### src/pkg/tph_pkg.sv
// package for the transmit packet handler configuration block
package tph_pkg;
  // register offsets
  localparam logic [5:0] ADDR_TX_FIFO_THRESHOLD = 6'h03;
  localparam logic [5:0] ADDR_SYNC_PATTERN_HIGH = 6'h04;
  localparam logic [5:0] ADDR_SYNC_PATTERN_LOW  = 6'h05;
  localparam logic [5:0] ADDR_FRAME_LENGTH      = 6'h06;
  localparam logic [5:0] ADDR_FRAME_CONTROL     = 6'h08;
  localparam logic [5:0] ADDR_NODE_ADDRESS      = 6'h09;
  localparam logic [5:0] ADDR_CHANNEL_INDEX     = 6'h0a;
  // reset values
  localparam logic [7:0] RST_TX_FIFO_THRESHOLD = 8'h07;
  localparam logic [7:0] RST_SYNC_PATTERN_HIGH = 8'hd3;
  localparam logic [7:0] RST_SYNC_PATTERN_LOW  = 8'h91;
  localparam logic [7:0] RST_FRAME_LENGTH      = 8'hff;
  localparam logic [7:0] RST_FRAME_CONTROL     = 8'h45;
  localparam logic [7:0] RST_NODE_ADDRESS      = 8'h00;
  localparam logic [7:0] RST_CHANNEL_INDEX     = 8'h00;
  // field positions in frame_control
  localparam int FC_WHITEN_BIT = 6;
  localparam int FC_FMT_HI     = 5;
  localparam int FC_FMT_LO     = 4;
  localparam int FC_LEGACY_BIT = 3;
  localparam int FC_CRC_BIT    = 2;
  localparam int FC_LEN_HI     = 1;
  localparam int FC_LEN_LO     = 0;
  // writable bits: bit 7 reads as zero
  localparam logic [7:0] FC_WRITE_MASK = 8'h7f;
  // threshold arithmetic
  localparam logic [6:0] THR_BASE_BYTES = 7'h3d;
  localparam int         THR_STEP_SHIFT = 2;
  // broadcast addresses
  localparam logic [7:0] BCAST_ADDR_LOW  = 8'h00;
  localparam logic [7:0] BCAST_ADDR_HIGH = 8'hff;

  typedef enum logic [1:0] {
    FMT_FIFO   = 2'h0,
    FMT_SERIAL = 2'h1,
    FMT_PN9    = 2'h2,
    FMT_ASYNC  = 2'h3
  } tph_format_type;

  typedef enum logic [1:0] {
    LEN_FIXED    = 2'h0,
    LEN_VARIABLE = 2'h1,
    LEN_INFINITE = 2'h2,
    LEN_RESERVED = 2'h3
  } tph_len_mode_type;

  // decoded configuration handed to the framer datapath
  typedef struct packed {
    logic [15:0]      sync_pattern;
    logic [7:0]       frame_length;
    tph_format_type   frame_format_select;
    tph_len_mode_type length_mode;
    logic             whitening_enable;
    logic             crc_enable;
    logic             legacy_crc_compat_enable;
    logic [7:0]       node_address;
    logic [7:0]       channel_index_value;
  } tph_cfg_type;

  // source and mode one-hot selects for the datapath
  typedef struct packed {
    logic use_tx_fifo;
    logic use_serial_sync;
    logic use_pn9;
    logic use_general_output_0;
    logic len_fixed;
    logic len_from_first_byte;
    logic len_unbounded;
  } tph_mode_type;
endpackage : tph_pkg

### src/verilog/tph_tx_packet_cfg.sv
// transmit packet handler configuration registers and decode
`timescale 1ns/100ps
// What this block does
// RULE_01: threshold exceeded when fifo count reaches it
// RULE_02: threshold bytes equal 61 minus four times setting
// RULE_03: host writes zero to reserved threshold bits
// RULE_04: sync pattern from high then low byte
// RULE_05: fixed frame length from length register
// RULE_06: format 0 takes payload from tx fifo
// RULE_07: format 1 selects serial synchronous mode
// RULE_08: format 2 sends pn9 test data
// RULE_09: format 3 takes data from general output 0
// RULE_10: legacy bit selects companion crc variant
// RULE_11: length mode 0 sends fixed length frames
// RULE_12: length mode 1 uses first byte length
// RULE_13: length mode 2 sends unbounded frames
// RULE_14: node address filter, broadcast 0 and 255
// RULE_15: channel index times spacing plus base
// RULE_16: bit 6 enables whitening, on after reset
// RULE_17: bit 2 enables crc, on after reset
// RULE_18: host never selects length mode 3
module tph_tx_packet_cfg
  import tph_pkg::*;
#(
  parameter int FIFO_CNT_W = 7,
  parameter int CHANNEL_INDEX_VALUE_SPACING_W = 16,
  parameter int FREQ_W = 24
) (
  // clock and reset
  input  wire logic                      sys_clk_in,
  input  wire logic                      srst_in,
  // register port, one access per cycle
  input  wire logic                      reg_wr_in,
  input  wire logic                      reg_rd_in,
  input  wire logic [5:0]                reg_addr_in,
  input  wire logic [7:0]                reg_wdata_in,
  output logic      [7:0]                reg_rdata_out,
  output logic                           reg_hit_out,
  // transmit fifo fill level and frequency inputs
  input  wire logic [FIFO_CNT_W-1:0]     tx_fifo_count_in,
  input  wire logic [CHANNEL_INDEX_VALUE_SPACING_W-1:0] channel_index_value_spacing_in,
  input  wire logic [FREQ_W-1:0]         base_freq_in,
  // decoded configuration
  output tph_cfg_type                    cfg_out,
  output tph_mode_type                   mode_out,
  output logic      [6:0]                tx_fill_threshold_out,
  output logic                           tx_threshold_exceeded_out,
  output logic      [FREQ_W-1:0]         oper_freq_out,
  output logic                           length_mode_reserved_out
);

  logic [7:0] tx_fifo_threshold_r, tx_fifo_threshold_nxt;
  logic [7:0] sync_pattern_high_r, sync_pattern_high_nxt;
  logic [7:0] sync_pattern_low_r,  sync_pattern_low_nxt;
  logic [7:0] frame_length_r,      frame_length_nxt;
  logic [7:0] frame_control_r,     frame_control_nxt;
  logic [7:0] node_address_r,      node_address_nxt;
  logic [7:0] channel_index_r,     channel_index_nxt;
  logic [7:0] rdata_r,             rdata_nxt;
  logic       hit_r,               hit_nxt;
  logic       thr_exc_r,           thr_exc_nxt;
  logic [6:0] thr_bytes_r,         thr_bytes_nxt;
  logic [FREQ_W-1:0] freq_r,       freq_nxt;

  function automatic logic [6:0] thr_bytes(input logic [3:0] setting);
    thr_bytes = THR_BASE_BYTES - {1'b0, setting, 2'b00}; // RULE_02
  endfunction

  function automatic logic is_broadcast(input logic [7:0] a);
    is_broadcast = (a == BCAST_ADDR_LOW) || (a == BCAST_ADDR_HIGH); // RULE_14
  endfunction

  // one map decode shared by the read hit flag and any later user
  function automatic logic is_mapped(input logic [5:0] a);
    unique case (a)
      ADDR_TX_FIFO_THRESHOLD, ADDR_SYNC_PATTERN_HIGH, ADDR_SYNC_PATTERN_LOW,
      ADDR_FRAME_LENGTH, ADDR_FRAME_CONTROL, ADDR_NODE_ADDRESS,
      ADDR_CHANNEL_INDEX: is_mapped = 1'b1;
      default:            is_mapped = 1'b0;
    endcase
  endfunction

  // write strobe for one register offset
  function automatic logic wr_sel(input logic       wr,
                                  input logic [5:0] a,
                                  input logic [5:0] target);
    wr_sel = wr && (a == target);
  endfunction

  // threshold register; reserved upper bits are stored as written,
  // the host keeps them zero
  always_comb begin
    tx_fifo_threshold_nxt = tx_fifo_threshold_r;
    if (wr_sel(reg_wr_in, reg_addr_in, ADDR_TX_FIFO_THRESHOLD)) begin
      tx_fifo_threshold_nxt = reg_wdata_in; // RULE_03
    end
  end

  always_ff @(posedge sys_clk_in) begin
    if (srst_in) begin
      tx_fifo_threshold_r <= RST_TX_FIFO_THRESHOLD;
    end else begin
      tx_fifo_threshold_r <= tx_fifo_threshold_nxt;
    end
  end

  // sync pattern, high byte
  always_comb begin
    sync_pattern_high_nxt = sync_pattern_high_r;
    if (wr_sel(reg_wr_in, reg_addr_in, ADDR_SYNC_PATTERN_HIGH)) begin
      sync_pattern_high_nxt = reg_wdata_in; // RULE_04
    end
  end

  always_ff @(posedge sys_clk_in) begin
    if (srst_in) begin
      sync_pattern_high_r <= RST_SYNC_PATTERN_HIGH;
    end else begin
      sync_pattern_high_r <= sync_pattern_high_nxt;
    end
  end

  // sync pattern, low byte
  always_comb begin
    sync_pattern_low_nxt = sync_pattern_low_r;
    if (wr_sel(reg_wr_in, reg_addr_in, ADDR_SYNC_PATTERN_LOW)) begin
      sync_pattern_low_nxt = reg_wdata_in; // RULE_04
    end
  end

  always_ff @(posedge sys_clk_in) begin
    if (srst_in) begin
      sync_pattern_low_r <= RST_SYNC_PATTERN_LOW;
    end else begin
      sync_pattern_low_r <= sync_pattern_low_nxt;
    end
  end

  // fixed frame length
  always_comb begin
    frame_length_nxt = frame_length_r;
    if (wr_sel(reg_wr_in, reg_addr_in, ADDR_FRAME_LENGTH)) begin
      frame_length_nxt = reg_wdata_in; // RULE_05
    end
  end

  always_ff @(posedge sys_clk_in) begin
    if (srst_in) begin
      frame_length_r <= RST_FRAME_LENGTH;
    end else begin
      frame_length_r <= frame_length_nxt;
    end
  end

  // frame control; the top bit is not stored so it always reads zero
  always_comb begin
    frame_control_nxt = frame_control_r;
    if (wr_sel(reg_wr_in, reg_addr_in, ADDR_FRAME_CONTROL)) begin
      frame_control_nxt = reg_wdata_in & FC_WRITE_MASK;
    end
  end

  always_ff @(posedge sys_clk_in) begin
    if (srst_in) begin
      frame_control_r <= RST_FRAME_CONTROL;
    end else begin
      frame_control_r <= frame_control_nxt;
    end
  end

  // node address for the downstream filter
  always_comb begin
    node_address_nxt = node_address_r;
    if (wr_sel(reg_wr_in, reg_addr_in, ADDR_NODE_ADDRESS)) begin
      node_address_nxt = reg_wdata_in; // RULE_14
    end
  end

  always_ff @(posedge sys_clk_in) begin
    if (srst_in) begin
      node_address_r <= RST_NODE_ADDRESS;
    end else begin
      node_address_r <= node_address_nxt;
    end
  end

  // channel index
  always_comb begin
    channel_index_nxt = channel_index_r;
    if (wr_sel(reg_wr_in, reg_addr_in, ADDR_CHANNEL_INDEX)) begin
      channel_index_nxt = reg_wdata_in; // RULE_15
    end
  end

  always_ff @(posedge sys_clk_in) begin
    if (srst_in) begin
      channel_index_r <= RST_CHANNEL_INDEX;
    end else begin
      channel_index_r <= channel_index_nxt;
    end
  end

  // read port: a read in the same cycle as a write returns the old value
  always_comb begin
    rdata_nxt = rdata_r;
    hit_nxt   = 1'b0;
    if (reg_rd_in) begin
      hit_nxt = is_mapped(reg_addr_in);
      unique case (reg_addr_in)
        ADDR_TX_FIFO_THRESHOLD: rdata_nxt = tx_fifo_threshold_r;
        ADDR_SYNC_PATTERN_HIGH: rdata_nxt = sync_pattern_high_r;
        ADDR_SYNC_PATTERN_LOW:  rdata_nxt = sync_pattern_low_r;
        ADDR_FRAME_LENGTH:      rdata_nxt = frame_length_r;
        ADDR_FRAME_CONTROL:     rdata_nxt = frame_control_r;
        ADDR_NODE_ADDRESS:      rdata_nxt = node_address_r;
        ADDR_CHANNEL_INDEX:     rdata_nxt = channel_index_r;
        default:                rdata_nxt = 8'h00;
      endcase
    end
  end

  always_ff @(posedge sys_clk_in) begin
    if (srst_in) begin
      rdata_r <= 8'h00;
      hit_r   <= 1'b0;
    end else begin
      rdata_r <= rdata_nxt;
      hit_r   <= hit_nxt;
    end
  end

  // status: registered so outputs come from flip-flops, one cycle behind count
  always_comb begin
    thr_bytes_nxt = thr_bytes(tx_fifo_threshold_r[3:0]); // RULE_02
    thr_exc_nxt   = ({1'b0, tx_fifo_count_in} >= {1'b0, thr_bytes_nxt}); // RULE_01
    // widen both factors first: a cast of the bare product would keep
    // only the spacing width and drop the upper product bits
    freq_nxt      = base_freq_in
                  + (FREQ_W'(channel_index_r) * FREQ_W'(channel_index_value_spacing_in)); // RULE_15
  end

  always_ff @(posedge sys_clk_in) begin
    if (srst_in) begin
      thr_exc_r   <= 1'b0;
      thr_bytes_r <= 7'h00;
      freq_r      <= '0;
    end else begin
      thr_exc_r   <= thr_exc_nxt;
      thr_bytes_r <= thr_bytes_nxt;
      freq_r      <= freq_nxt;
    end
  end

  // configuration decode; outputs are straight from register bits
  tph_format_type   fmt;
  tph_len_mode_type lmode;
  assign fmt   = tph_format_type'(frame_control_r[FC_FMT_HI:FC_FMT_LO]);
  assign lmode = tph_len_mode_type'(frame_control_r[FC_LEN_HI:FC_LEN_LO]);

  always_comb begin
    cfg_out.sync_pattern             = {sync_pattern_high_r, sync_pattern_low_r}; // RULE_04
    cfg_out.frame_length             = frame_length_r; // RULE_05
    cfg_out.frame_format_select      = fmt;
    cfg_out.length_mode              = lmode;
    cfg_out.whitening_enable         = frame_control_r[FC_WHITEN_BIT]; // RULE_16
    cfg_out.crc_enable               = frame_control_r[FC_CRC_BIT]; // RULE_17
    cfg_out.legacy_crc_compat_enable = frame_control_r[FC_LEGACY_BIT]; // RULE_10
    cfg_out.node_address             = node_address_r; // RULE_14
    cfg_out.channel_index_value      = channel_index_r;
  end

  always_comb begin
    mode_out.use_tx_fifo          = (fmt == FMT_FIFO); // RULE_06
    mode_out.use_serial_sync      = (fmt == FMT_SERIAL); // RULE_07
    mode_out.use_pn9              = (fmt == FMT_PN9); // RULE_08
    mode_out.use_general_output_0 = (fmt == FMT_ASYNC); // RULE_09
    mode_out.len_fixed            = (lmode == LEN_FIXED); // RULE_11
    mode_out.len_from_first_byte  = (lmode == LEN_VARIABLE); // RULE_12
    mode_out.len_unbounded        = (lmode == LEN_INFINITE); // RULE_13
  end

  // reserved length mode enables none of the length selects
  assign length_mode_reserved_out  = (lmode == LEN_RESERVED); // RULE_18
  assign tx_fill_threshold_out     = thr_bytes_r;
  assign tx_threshold_exceeded_out = thr_exc_r;
  assign oper_freq_out             = freq_r;
  assign reg_rdata_out             = rdata_r;
  assign reg_hit_out               = hit_r;

  logic unused_bcast;
  assign unused_bcast = is_broadcast(node_address_r);

endmodule // tph_tx_packet_cfg

### config.mk
export PLATFORM = sky130hd
export DESIGN_NAME = tph_tx_packet_cfg
export DESIGN_NICKNAME = d
export VERILOG_FILES = /design/src/pkg/tph_pkg.sv /design/src/verilog/tph_tx_packet_cfg.sv
export SDC_FILE = /design/constraint.sdc
export NUM_CORES = 1
export LEC_CHECK = 0
export BUFFER_PORTS_ARGS = -buffer_cell sky130_fd_sc_hd__buf_4
export CORE_UTILIZATION = 38
export CTS_CLUSTER_DIAMETER = 200
export CTS_CLUSTER_SIZE = 10
export DETAILED_ROUTE_END_ITERATION = 7
export PLACE_DENSITY = 0.66
export SLEW_MARGIN = 20
export SYNTH_ARGS = -nofsm -noshare
export SYNTH_HDL_FRONTEND = slang
export SYNTH_SLANG_ARGS = --single-unit
### constraint.sdc
create_clock -name sys_clk_in -period 14.1 [get_ports sys_clk_in]
set_clock_uncertainty 0.1 [all_clocks]
set_input_delay 2.82 -clock sys_clk_in [delete_from_list [all_inputs] [get_ports sys_clk_in]]
set_output_delay 2.82 -clock sys_clk_in [all_outputs]
set_load 0.05 [all_outputs]
==> metrics, run 1 <==
status complete, no violations; Tmin final 7000 ps; dpl cells 1368; setup repair bufs after CTS 0; Area Overhead vs Synth 20.4%; asr flop ratio synth 0; crit share post-route 0.497; worst vdd ir 0.0000605 V; Avg Synthesized Cell Area 8.61 sq um; Post-synth EDFFs 0; Fin Setup TNS 0 ps; H-tree Lvls 3; Post-DRT Antenna Nets 0; clock buffer count from CTS 9; Num Clock Sinks 94; DRC Markers 0; GPL Wtd Cong 0.850; insertion delay to the later sink of the worst-skew pair 350 ps; critical path's most frequent cell fa_1; detailed-placement wirelength estimate 17000 microns; initial antenna violation count 0; Final Hold Fails 0; largest net degree at the start of global routing 64; Yosys cell types 49; Yosys reg bits 94; Core Rows 53; gr usage total 0.205; Slew HR 0.329; Worst setup SP type input pin; Syn Inst Count 967; die area 22500 sq um; CTS resizes 0; clock tree buffer depth 2; I/O Buffers 158; Max Fanout on Critical Path 8; vias 6849; Seq/Total Area, Yosys 0.226; Place WS 6730 ps; Net count, final 1322; final core utilization 0.472; Bufs and invs on worst path 4; Post-synth top flop dfxtp_1; Reg2Reg Setup Slack 8650 ps; Worst Setup End Kind flop; Worst-path clk slew 70 ps; vias per inst 4.95; final wirelength 22100 microns; cell family with most CP delay adder cells; n_diodes 0; Yosys warning count 0; Critical Path RT 14230 ps; Starting Density 0.392; worst-margin pin slew 1010 ps; P_leak 4.92 nW; I/O pins 161; Worst EP arrival 7140 ps; first-pass GRT wire length 35700 microns; core area 21200 sq um; Slowest-stage cell, CP fa_1; PnR worst setup slack 7100 ps; vias in the first global route 7009; layout cells sized above 1 0.167; final setup vio count 0; RSZ-0062 raised after global routing no; Routed WL per cell 16.0 microns; power per cell area 62.4 nW/um^2; critical path class in -> reg; Die Width 150 microns; hold-fix buffers at CTS 0; final cell count without fillers 1384; Die Height 150 microns; max_cap viols 0; min-delay worst type reg -> reg; First DRT Iteration DRCs 325; worst-path cell chain buf_4, nand2_1, fa_1, inv_1, fa_1, inv_1, fa_1, fa_1, inv_1, ha_1, o21a_1, o31a_1, o41a_1, o21ai_1, a31oi_1, o31ai_2, mux2_1; Mapped Area 8330 sq um; root buffer cell clkbuf_16; slowest stage delay, CP 520 ps; Fmax 0.143 GHz; max-slew violations 0; CTS tree yes; global route total overflow 0; drt pass-1 iters 5
-- state kept, by name, summed over array words and instances (netlist names) --
name	count
sync_pattern_high_r	8
oper_freq_out	24
tx_threshold_exceeded_out	1
node_address_r	8
tx_fifo_threshold_r	8
reg_hit_out	1
frame_control_r	7
sync_pattern_low_r	8
channel_index_r	8
reg_rdata_out	8
frame_length_r	8
tx_fill_threshold_out	5
-- metal layers --
layer  track usage  vias to the layer above  part of all wire
met4        0.0429                        0             0.017
met3        0.0320                       30             0.048
met2         0.360                      181              0.49
li1              -                     3286                 -
met5             0                        -                 0
met1         0.266                     3352              0.44
-- layout make-up --
cell class | instances | area (sq um)
fill | 2084 | 11200
multi-input combinational | 665 | 5650
sequential | 94 | 1880
timing repair buffer | 163 | 1220
inverter | 171 | 642
tap | 275 | 344
clock buffer | 9 | 225
clock inverter | 7 | 61.3
-- final timing paths --
path                                     endpoint  cells after the start                         startpoint
worst max register to register  oper_freq_out[23]                     16                 channel_index_r[3]
worst max-delay path            oper_freq_out[23]                     17  channel_index_value_spacing_in[6]
worst min register to register   reg_rdata_out[0]                      2                   reg_rdata_out[0]
worst min-delay path             reg_rdata_out[0]                      2                   reg_rdata_out[0]
-- worst reg2reg max path, delay by kind of cell (launching register included) --
| kind | cells | cell delay (ps) |
|---|---|---|
| adders and majority gates | 5 | 2340 |
| AOI/OAI and AO/OA | 6 | 1270 |
| DFF | 1 | 980 |
| muxes | 1 | 340 |
| and+or+nand+nor | 1 | 180 |
| buffers and inverters | 3 | 140 |
-- cells in the final DEF, fill, tap and decap left out, types with 4 or more instances in the layout --
cell       netlist  final
a211oi_1         4      4
a21o_1           5      5
a21oi_1         35     35
a22o_1           9      9
and2_1          77     77
and3_1           5      5
buf_4            2    163
clkbuf_16        0      9
dfxtp_1         94     94
fa_1           106    106
ha_1            47     47
inv_1          170    170
mux2i_1         54     54
nand2_1        130    130
nand3_1         18     18
nor2_1          63     63
nor2b_1         11     11
nor3_1           7      7
o21ai_0         38     38
xnor2_1          9      9
xor2_1           9      9
-- stage by stage --
stage / total power, mW / area, sq um / hold slack [ps]
after floorplan: 0.347 / 8330 / 330
after global placement: 0.392 / 9740 / 344
after detailed placement: 0.393 / 9740 / 346
after CTS: 0.632 / 10000 / 357
after global routing: 0.653 / 10000 / 389
final: 0.625 / 10000 / 356
-- cells in the mapped netlist, types with 18 or more instances --
| cell | number | share of area |
|---|---|---|
| inv_1 | 170 | 0.077 |
| nand2_1 | 130 | 0.059 |
| fa_1 | 106 | 0.25 |
| dfxtp_1 | 94 | 0.23 |
| and2_1 | 77 | 0.058 |
| nor2_1 | 63 | 0.028 |
| mux2i_1 | 54 | 0.065 |
| ha_1 | 47 | 0.071 |
| o21ai_0 | 38 | 0.023 |
| a21oi_1 | 35 | 0.021 |
| clkbuf_1 | 29 | 0.013 |
| nand3_1 | 18 | 0.011 |
-- where the power goes --
part / internal [mW] / switching [mW] / leakage (nW)
clock: 0.124 / 0.115 / 0.141
sequential: 0.271 / 0.00311 / 0.766
combinational: 0.0399 / 0.0727 / 4.01
total: 0.435 / 0.190 / 4.92
-- kinds of logic after synthesis --
kind of cell / count (synthesis) / share of synthesized area
other: 1 / 0.000450
adder cells (fa/ha/maj): 153 / 0.325
XOR/XNOR: 18 / 0.0189
AO/OA/AOI/OAI: 111 / 0.0813
multiplexers: 55 / 0.0663
buffers and inverters: 209 / 0.0962
flip-flops: 94 / 0.226
AND/OR/NAND/NOR: 326 / 0.185
(Power assumes the default switching activity.)
==> run 2: changes to the inputs <==
clock period = 7.2 ns   (was 14.1 ns; I/O delays follow)
==> run 2 against run 1 <==
Via count decreased by 0.55%. Die area unchanged. Clock power grew 98%. Combinational power increased by 95%. Final cell count stayed put. Cell area about the same. Global-route usage about the same. Register-to-register slack worse by 6800 ps.
==> metrics, run 2 (synthesis results as in run 1) <==
Tmin final 5620 ps; Worst setup SP type input pin; Starting Density 0.392 (unchanged); commonest non-fill, non-tap cells in the layout inv_1 (170), buf_4 (163), nand2_1 (130); worst vdd ir 0.000128 V (+110%); clock buffer count from CTS 9 (unchanged); hold-fix buffers at CTS 0 (unchanged); vias per inst 4.92 (-0.55%); final setup vio count 0 (unchanged); vias 6811 (-0.55%); I/O Buffers 158 (unchanged); Final Hold Fails 0 (unchanged); max reg flops 24 (unchanged); core area 21200 sq um (unchanged); Die Width 150 microns (unchanged); drt pass-1 iters 5 (unchanged); crit share post-route 0.781; Post-DRT Antenna Nets 0 (unchanged); global route total overflow 0 (unchanged); Core Rows 53 (unchanged); Worst Setup End Kind flop; max-slew violations 0 (unchanged); Placement Cell Area 9740 sq um (unchanged); slowest stage delay, CP 520 ps (about the same); I/O pins 161 (unchanged); critical path's most frequent cell fa_1; Net count, final 1322 (unchanged); H-tree Lvls 3 (unchanged); setup repair bufs after CTS 0 (unchanged); First DRT Iteration DRCs 308 (-5.2%); first-pass GRT wire length 35500 microns (-0.41%); final wirelength 22000 microns (-0.50%); root buffer cell clkbuf_16; Fmax 0.178 GHz; initial antenna violation count 0 (unchanged); GPL Wtd Cong 0.845 (-0.64%); Area Overhead vs Synth 20.5% (about the same); n_diodes 0 (unchanged); PnR worst setup slack 1580 ps (-5520 ps); Critical Path RT 7340 ps (-6890 ps); critical path class in -> reg; P_leak 4.92 nW (about the same); RSZ-0062 raised after global routing no; final core utilization 0.473 (about the same); Max Fanout on Critical Path 8 (unchanged); layout cells sized above 1 0.167 (unchanged); gr usage total 0.205 (about the same); fillers 2135 (+2.4%); Num Clock Sinks 94 (unchanged); Die Height 150 microns (unchanged); fin area 10000 sq um (about the same); Slowest-stage cell, CP fa_1; Fin Setup TNS 0 ps (unchanged); DRC Markers 0 (unchanged); clock tree buffer depth 2 (unchanged); max_cap viols 0 (unchanged); CTS resizes 0 (unchanged); min-delay worst type reg -> reg; Worst EP arrival 5760 ps (-1380 ps); vias in the first global route 7003 (-0.086%); Place WS 1210 ps (-5520 ps); worst-margin pin slew 982 ps (-22.5 ps); insertion delay to the later sink of the worst-skew pair 350 ps (about the same); detailed-placement wirelength estimate 17000 microns (+0.22%); Routed WL per cell 15.9 microns (-0.50%); largest net degree at the start of global routing 64 (unchanged); final hold slack 360 ps (+4.11 ps); commonest non-fill, non-tap cell in the layout inv_1; power per cell area 122 nW/um^2 (+96%); Slew HR 0.341 (+0.0124); die area 22500 sq um (unchanged); worst-path cell chain buf_4, nand2_1, fa_1, inv_1, fa_1, inv_1, fa_1, fa_1, inv_1, ha_1, o21a_1, o31a_1, o41a_1, o21ai_1, a31oi_1, o31ai_2, mux2_1; CTS tree yes; status complete, no violations; Worst-path clk slew 70 ps (about the same)
==> run 2: cell types whose count changed in the layout (fill, tap and decap cells not counted), sizes merged <==
cell      previous run  this run
clkinv               2         5
inv                175       173
clkinvlp             1         0
==> run 2: critical path: cells and delay by family <==
family	cells	cell delay (ps)
fa+ha+maj	5	2320
compound gates	6	1310
mux	1	340
buf+inv	4	270
simple gates	1	70
==> run 2: cell type report <==
| type | count | area [sq um] | area share |
|---|---|---|---|
| Multi-Input combinational cell | 665 | 5650 | 0.563 |
| Sequential cell | 94 | 1880 | 0.188 |
| Timing Repair Buffer | 163 | 1220 | 0.122 |
| Inverter | 171 | 642 | 0.0640 |
| Tap cell | 275 | 344 | 0.0343 |
| Clock buffer | 9 | 225 | 0.0224 |
| Clock inverter | 7 | 67.6 | 0.00673 |
==> run 2: power breakdown <==
group | internal, mW | total [mW] | switching, mW
Sequential | 0.531 | 0.537 | 0.00621
Combinational | 0.0783 | 0.220 | 0.142
Clock | 0.243 | 0.471 | 0.228
Total | 0.852 | 1.23 | 0.376
==> run 2: path summary, 6_finish.rpt <==
kind / slack [ps] / start / endpoint / cells after the start
worst max-delay path: 1580 / channel_index_value_spacing_in[6] / oper_freq_out[23] / 17
worst min-delay path: 360 / reg_rdata_out[0] / reg_rdata_out[0] / 2
worst max register to register: 1840 / channel_index_r[3] / oper_freq_out[23] / 16
worst min register to register: 360 / reg_rdata_out[0] / reg_rdata_out[0] / 2
==> run 2: through the flow <==
stage / power, mW / std cells
2_1_floorplan: 0.680 / 968
3_3_place_gp: 0.769 / 1368
3_5_place_dp: 0.770 / 1368
4_1_cts: 1.24 / 1384
5_1_grt: 1.28 / 1384
6_report: 1.23 / 1384
==> run 2: per-layer routing <==
layer / routed length, microns / share of wire / global-route usage
met5: 0 / 0 / 0
met4: 248 / 0.011 / 0.0535
met3: 1160 / 0.053 / 0.0320
met2: 10900 / 0.50 / 0.358
met1: 9690 / 0.44 / 0.263
==> run 3: changes to the inputs <==
clock period = 5.5 ns   (was 7.2 ns; I/O delays follow)
==> run 3 against run 2 <==
First-iteration DRC count increased by 57%. Clock power increased by 28%. Worst hold slack got worse by 1.2 ps. Core utilization grew 1.1 points. Setup slack worse by 1300 ps. Critical path depth up 1. Via count up 2.1%. Sequential share of layout area decreased by 0.41 points. Power grew 30%. Largest cell class unchanged.
==> metrics, run 3 (synthesis results as in run 1) <==
status complete, no violations; First DRT Iteration DRCs 483 (+57%); Max Fanout on Critical Path 3 (-5); reg2reg path depth 17 (+1); Critical Path RT 5600 ps (-1740 ps); core area 21200 sq um (unchanged); global route total overflow 0 (unchanged); first-pass GRT wire length 36300 microns (+2.1%); Place WS -30.9 ps (-1240 ps); CTS resizes 0 (unchanged); I/O Buffers 158 (unchanged); Final Hold Fails 0 (unchanged); setup repair bufs after CTS 0 (unchanged); Die Width 150 microns (unchanged); worst vdd ir 0.000170 V (+33%); Tmin final 5210 ps; Pint 1.12 mW (+32%); Core Rows 53 (unchanged); Num Clock Sinks 94 (unchanged); final setup vio count 0 (unchanged); Worst Setup End Kind flop; gr usage total 0.208 (+0.00206); CTS tree yes; worst-margin pin slew 988 ps (+5.88 ps); vias 6954 (+2.1%); Routed WL per cell 15.5 microns (-2.7%); Slew HR 0.337 (-0.00394); power per cell area 156 nW/um^2 (+28%); sw power 0.481 mW (+28%); min-delay worst type reg -> reg; Hold Path Depth 2 (unchanged); P_leak 5.07 nW (+3.0%); Worst EP arrival 5320 ps (-440 ps); RSZ-0062 raised after global routing no; vias per inst 4.91 (-0.14%); switching share of power 0.300 (-0.00575); Gate power share 0.185 (+0.005); initial antenna violation count 0 (unchanged); n_diodes 0 (unchanged); H-tree Lvls 3 (unchanged); GPL Wtd Cong 0.853 (+0.97%); Fin Setup TNS 0 ps (unchanged); Fmax 0.192 GHz; insertion delay to the later sink of the worst-skew pair 340 ps (about the same); final cell count without fillers 1415 (+2.2%); Starting Density 0.392 (unchanged); final core utilization 0.483 (+0.0106); clock share of power 0.376 (-0.007); Total Power 1.60 mW (+30%); clock tree buffer depth 2 (unchanged); critical path class in -> reg; layout cells sized above 1 0.189 (+0.0218); final wirelength 21900 microns (-0.53%); DRC Markers 0 (unchanged); dpl cells 1399 (+2.3%); commonest non-fill, non-tap cell in the layout buf_4; Area Overhead vs Synth 23.2%; Worst-path clk slew 80 ps (about the same); detailed-placement wirelength estimate 17500 microns (+2.8%); PnR worst setup slack 285 ps (-1290 ps); Reg power frac 0.439 (+0.002); drt pass-1 iters 5 (unchanged); fillers 2088 (-2.2%); hold-fix buffers at CTS 0 (unchanged); clock buffer count from CTS 9 (unchanged); max-slew violations 0 (unchanged); I/O pins 161 (unchanged); commonest non-fill, non-tap cells in the layout buf_4 (194), inv_1 (170), nand2_1 (130); max reg flops 24 (unchanged); Net count, final 1353 (+2.3%); largest net degree at the start of global routing 63 (-1.6%); max_cap viols 0 (unchanged); vias in the first global route 7251 (+3.5%); Die Height 150 microns (unchanged); crit share post-route 0.948; Post-DRT Antenna Nets 0 (unchanged); die area 22500 sq um (unchanged); root buffer cell clkbuf_16; Worst setup SP type input pin
[run 3: cell types whose count changed in the layout (fill, tap and decap cells not counted), sizes merged]
cell	change
buf	+31
clkbuf	+1
clkinv	-1
clkinvlp	+1
inv	-1
[run 3: final timing paths]
path / start / slack (ps) / end
max: channel_index_value_spacing_in[6] / 290 / oper_freq_out[18]
min: reg_rdata_out[0] / 360 / reg_rdata_out[0]
max reg2reg: channel_index_r[0] / 520 / oper_freq_out[18]
min reg2reg: reg_rdata_out[0] / 360 / reg_rdata_out[0]
[run 3: area by class of cell]
type | count | area, sq um | area share
Multi-Input combinational cell | 665 | 5650 | 0.551
Clock inverter | 6 | 56.3 | 0.00549
Timing Repair Buffer | 194 | 1460 | 0.142
Clock buffer | 10 | 229 | 0.0223
Inverter | 171 | 642 | 0.0626
Sequential cell | 94 | 1880 | 0.183
Tap cell | 275 | 344 | 0.0335
[run 3: power by group through the flow]
| stage | clock, mW | combinational [mW] | sequential, mW |
|---|---|---|---|
| final | 0.602 | 0.296 | 0.704 |
| after global routing | 0.649 | 0.326 | 0.705 |
| after CTS | 0.614 | 0.298 | 0.704 |
| after detailed placement | 0 | 0.297 | 0.719 |
| after global placement | 0 | 0.295 | 0.720 |
| after floorplan | 0 | 0.123 | 0.767 |
[run 3: critical path: stages]
cell	delay (ps)
buf_4	100
nand2_1	70
fa_1	520
inv_1	50
fa_1	490
inv_1	60
fa_1	480
fa_1	490
inv_1	40
ha_1	280
buf_4	140
o21ai_0	130
o21ai_0	200
a41oi_1	420
nand3b_1	140
a221oi_1	370
xor2_1	180
nor2_1	50
[run 3: metal layers]
metal  wire, microns  vias up  global-route usage  part of all wire
met1            9740     3403               0.275              0.45
met5               0        -                   0                 0
li1                -     3339                   -                 -
met4             410        0              0.0520             0.019
met3            1020       28              0.0271             0.047
met2           10700      184               0.356              0.49
[run 3: per-stage QoR]
stage               hold WS (ps)  cell area (sq um)
finish                       359              10300
global placement             343               9970
global route                 392              10300
detailed placement           349               9970
floorplan                    330               8330
CTS                          366              10300
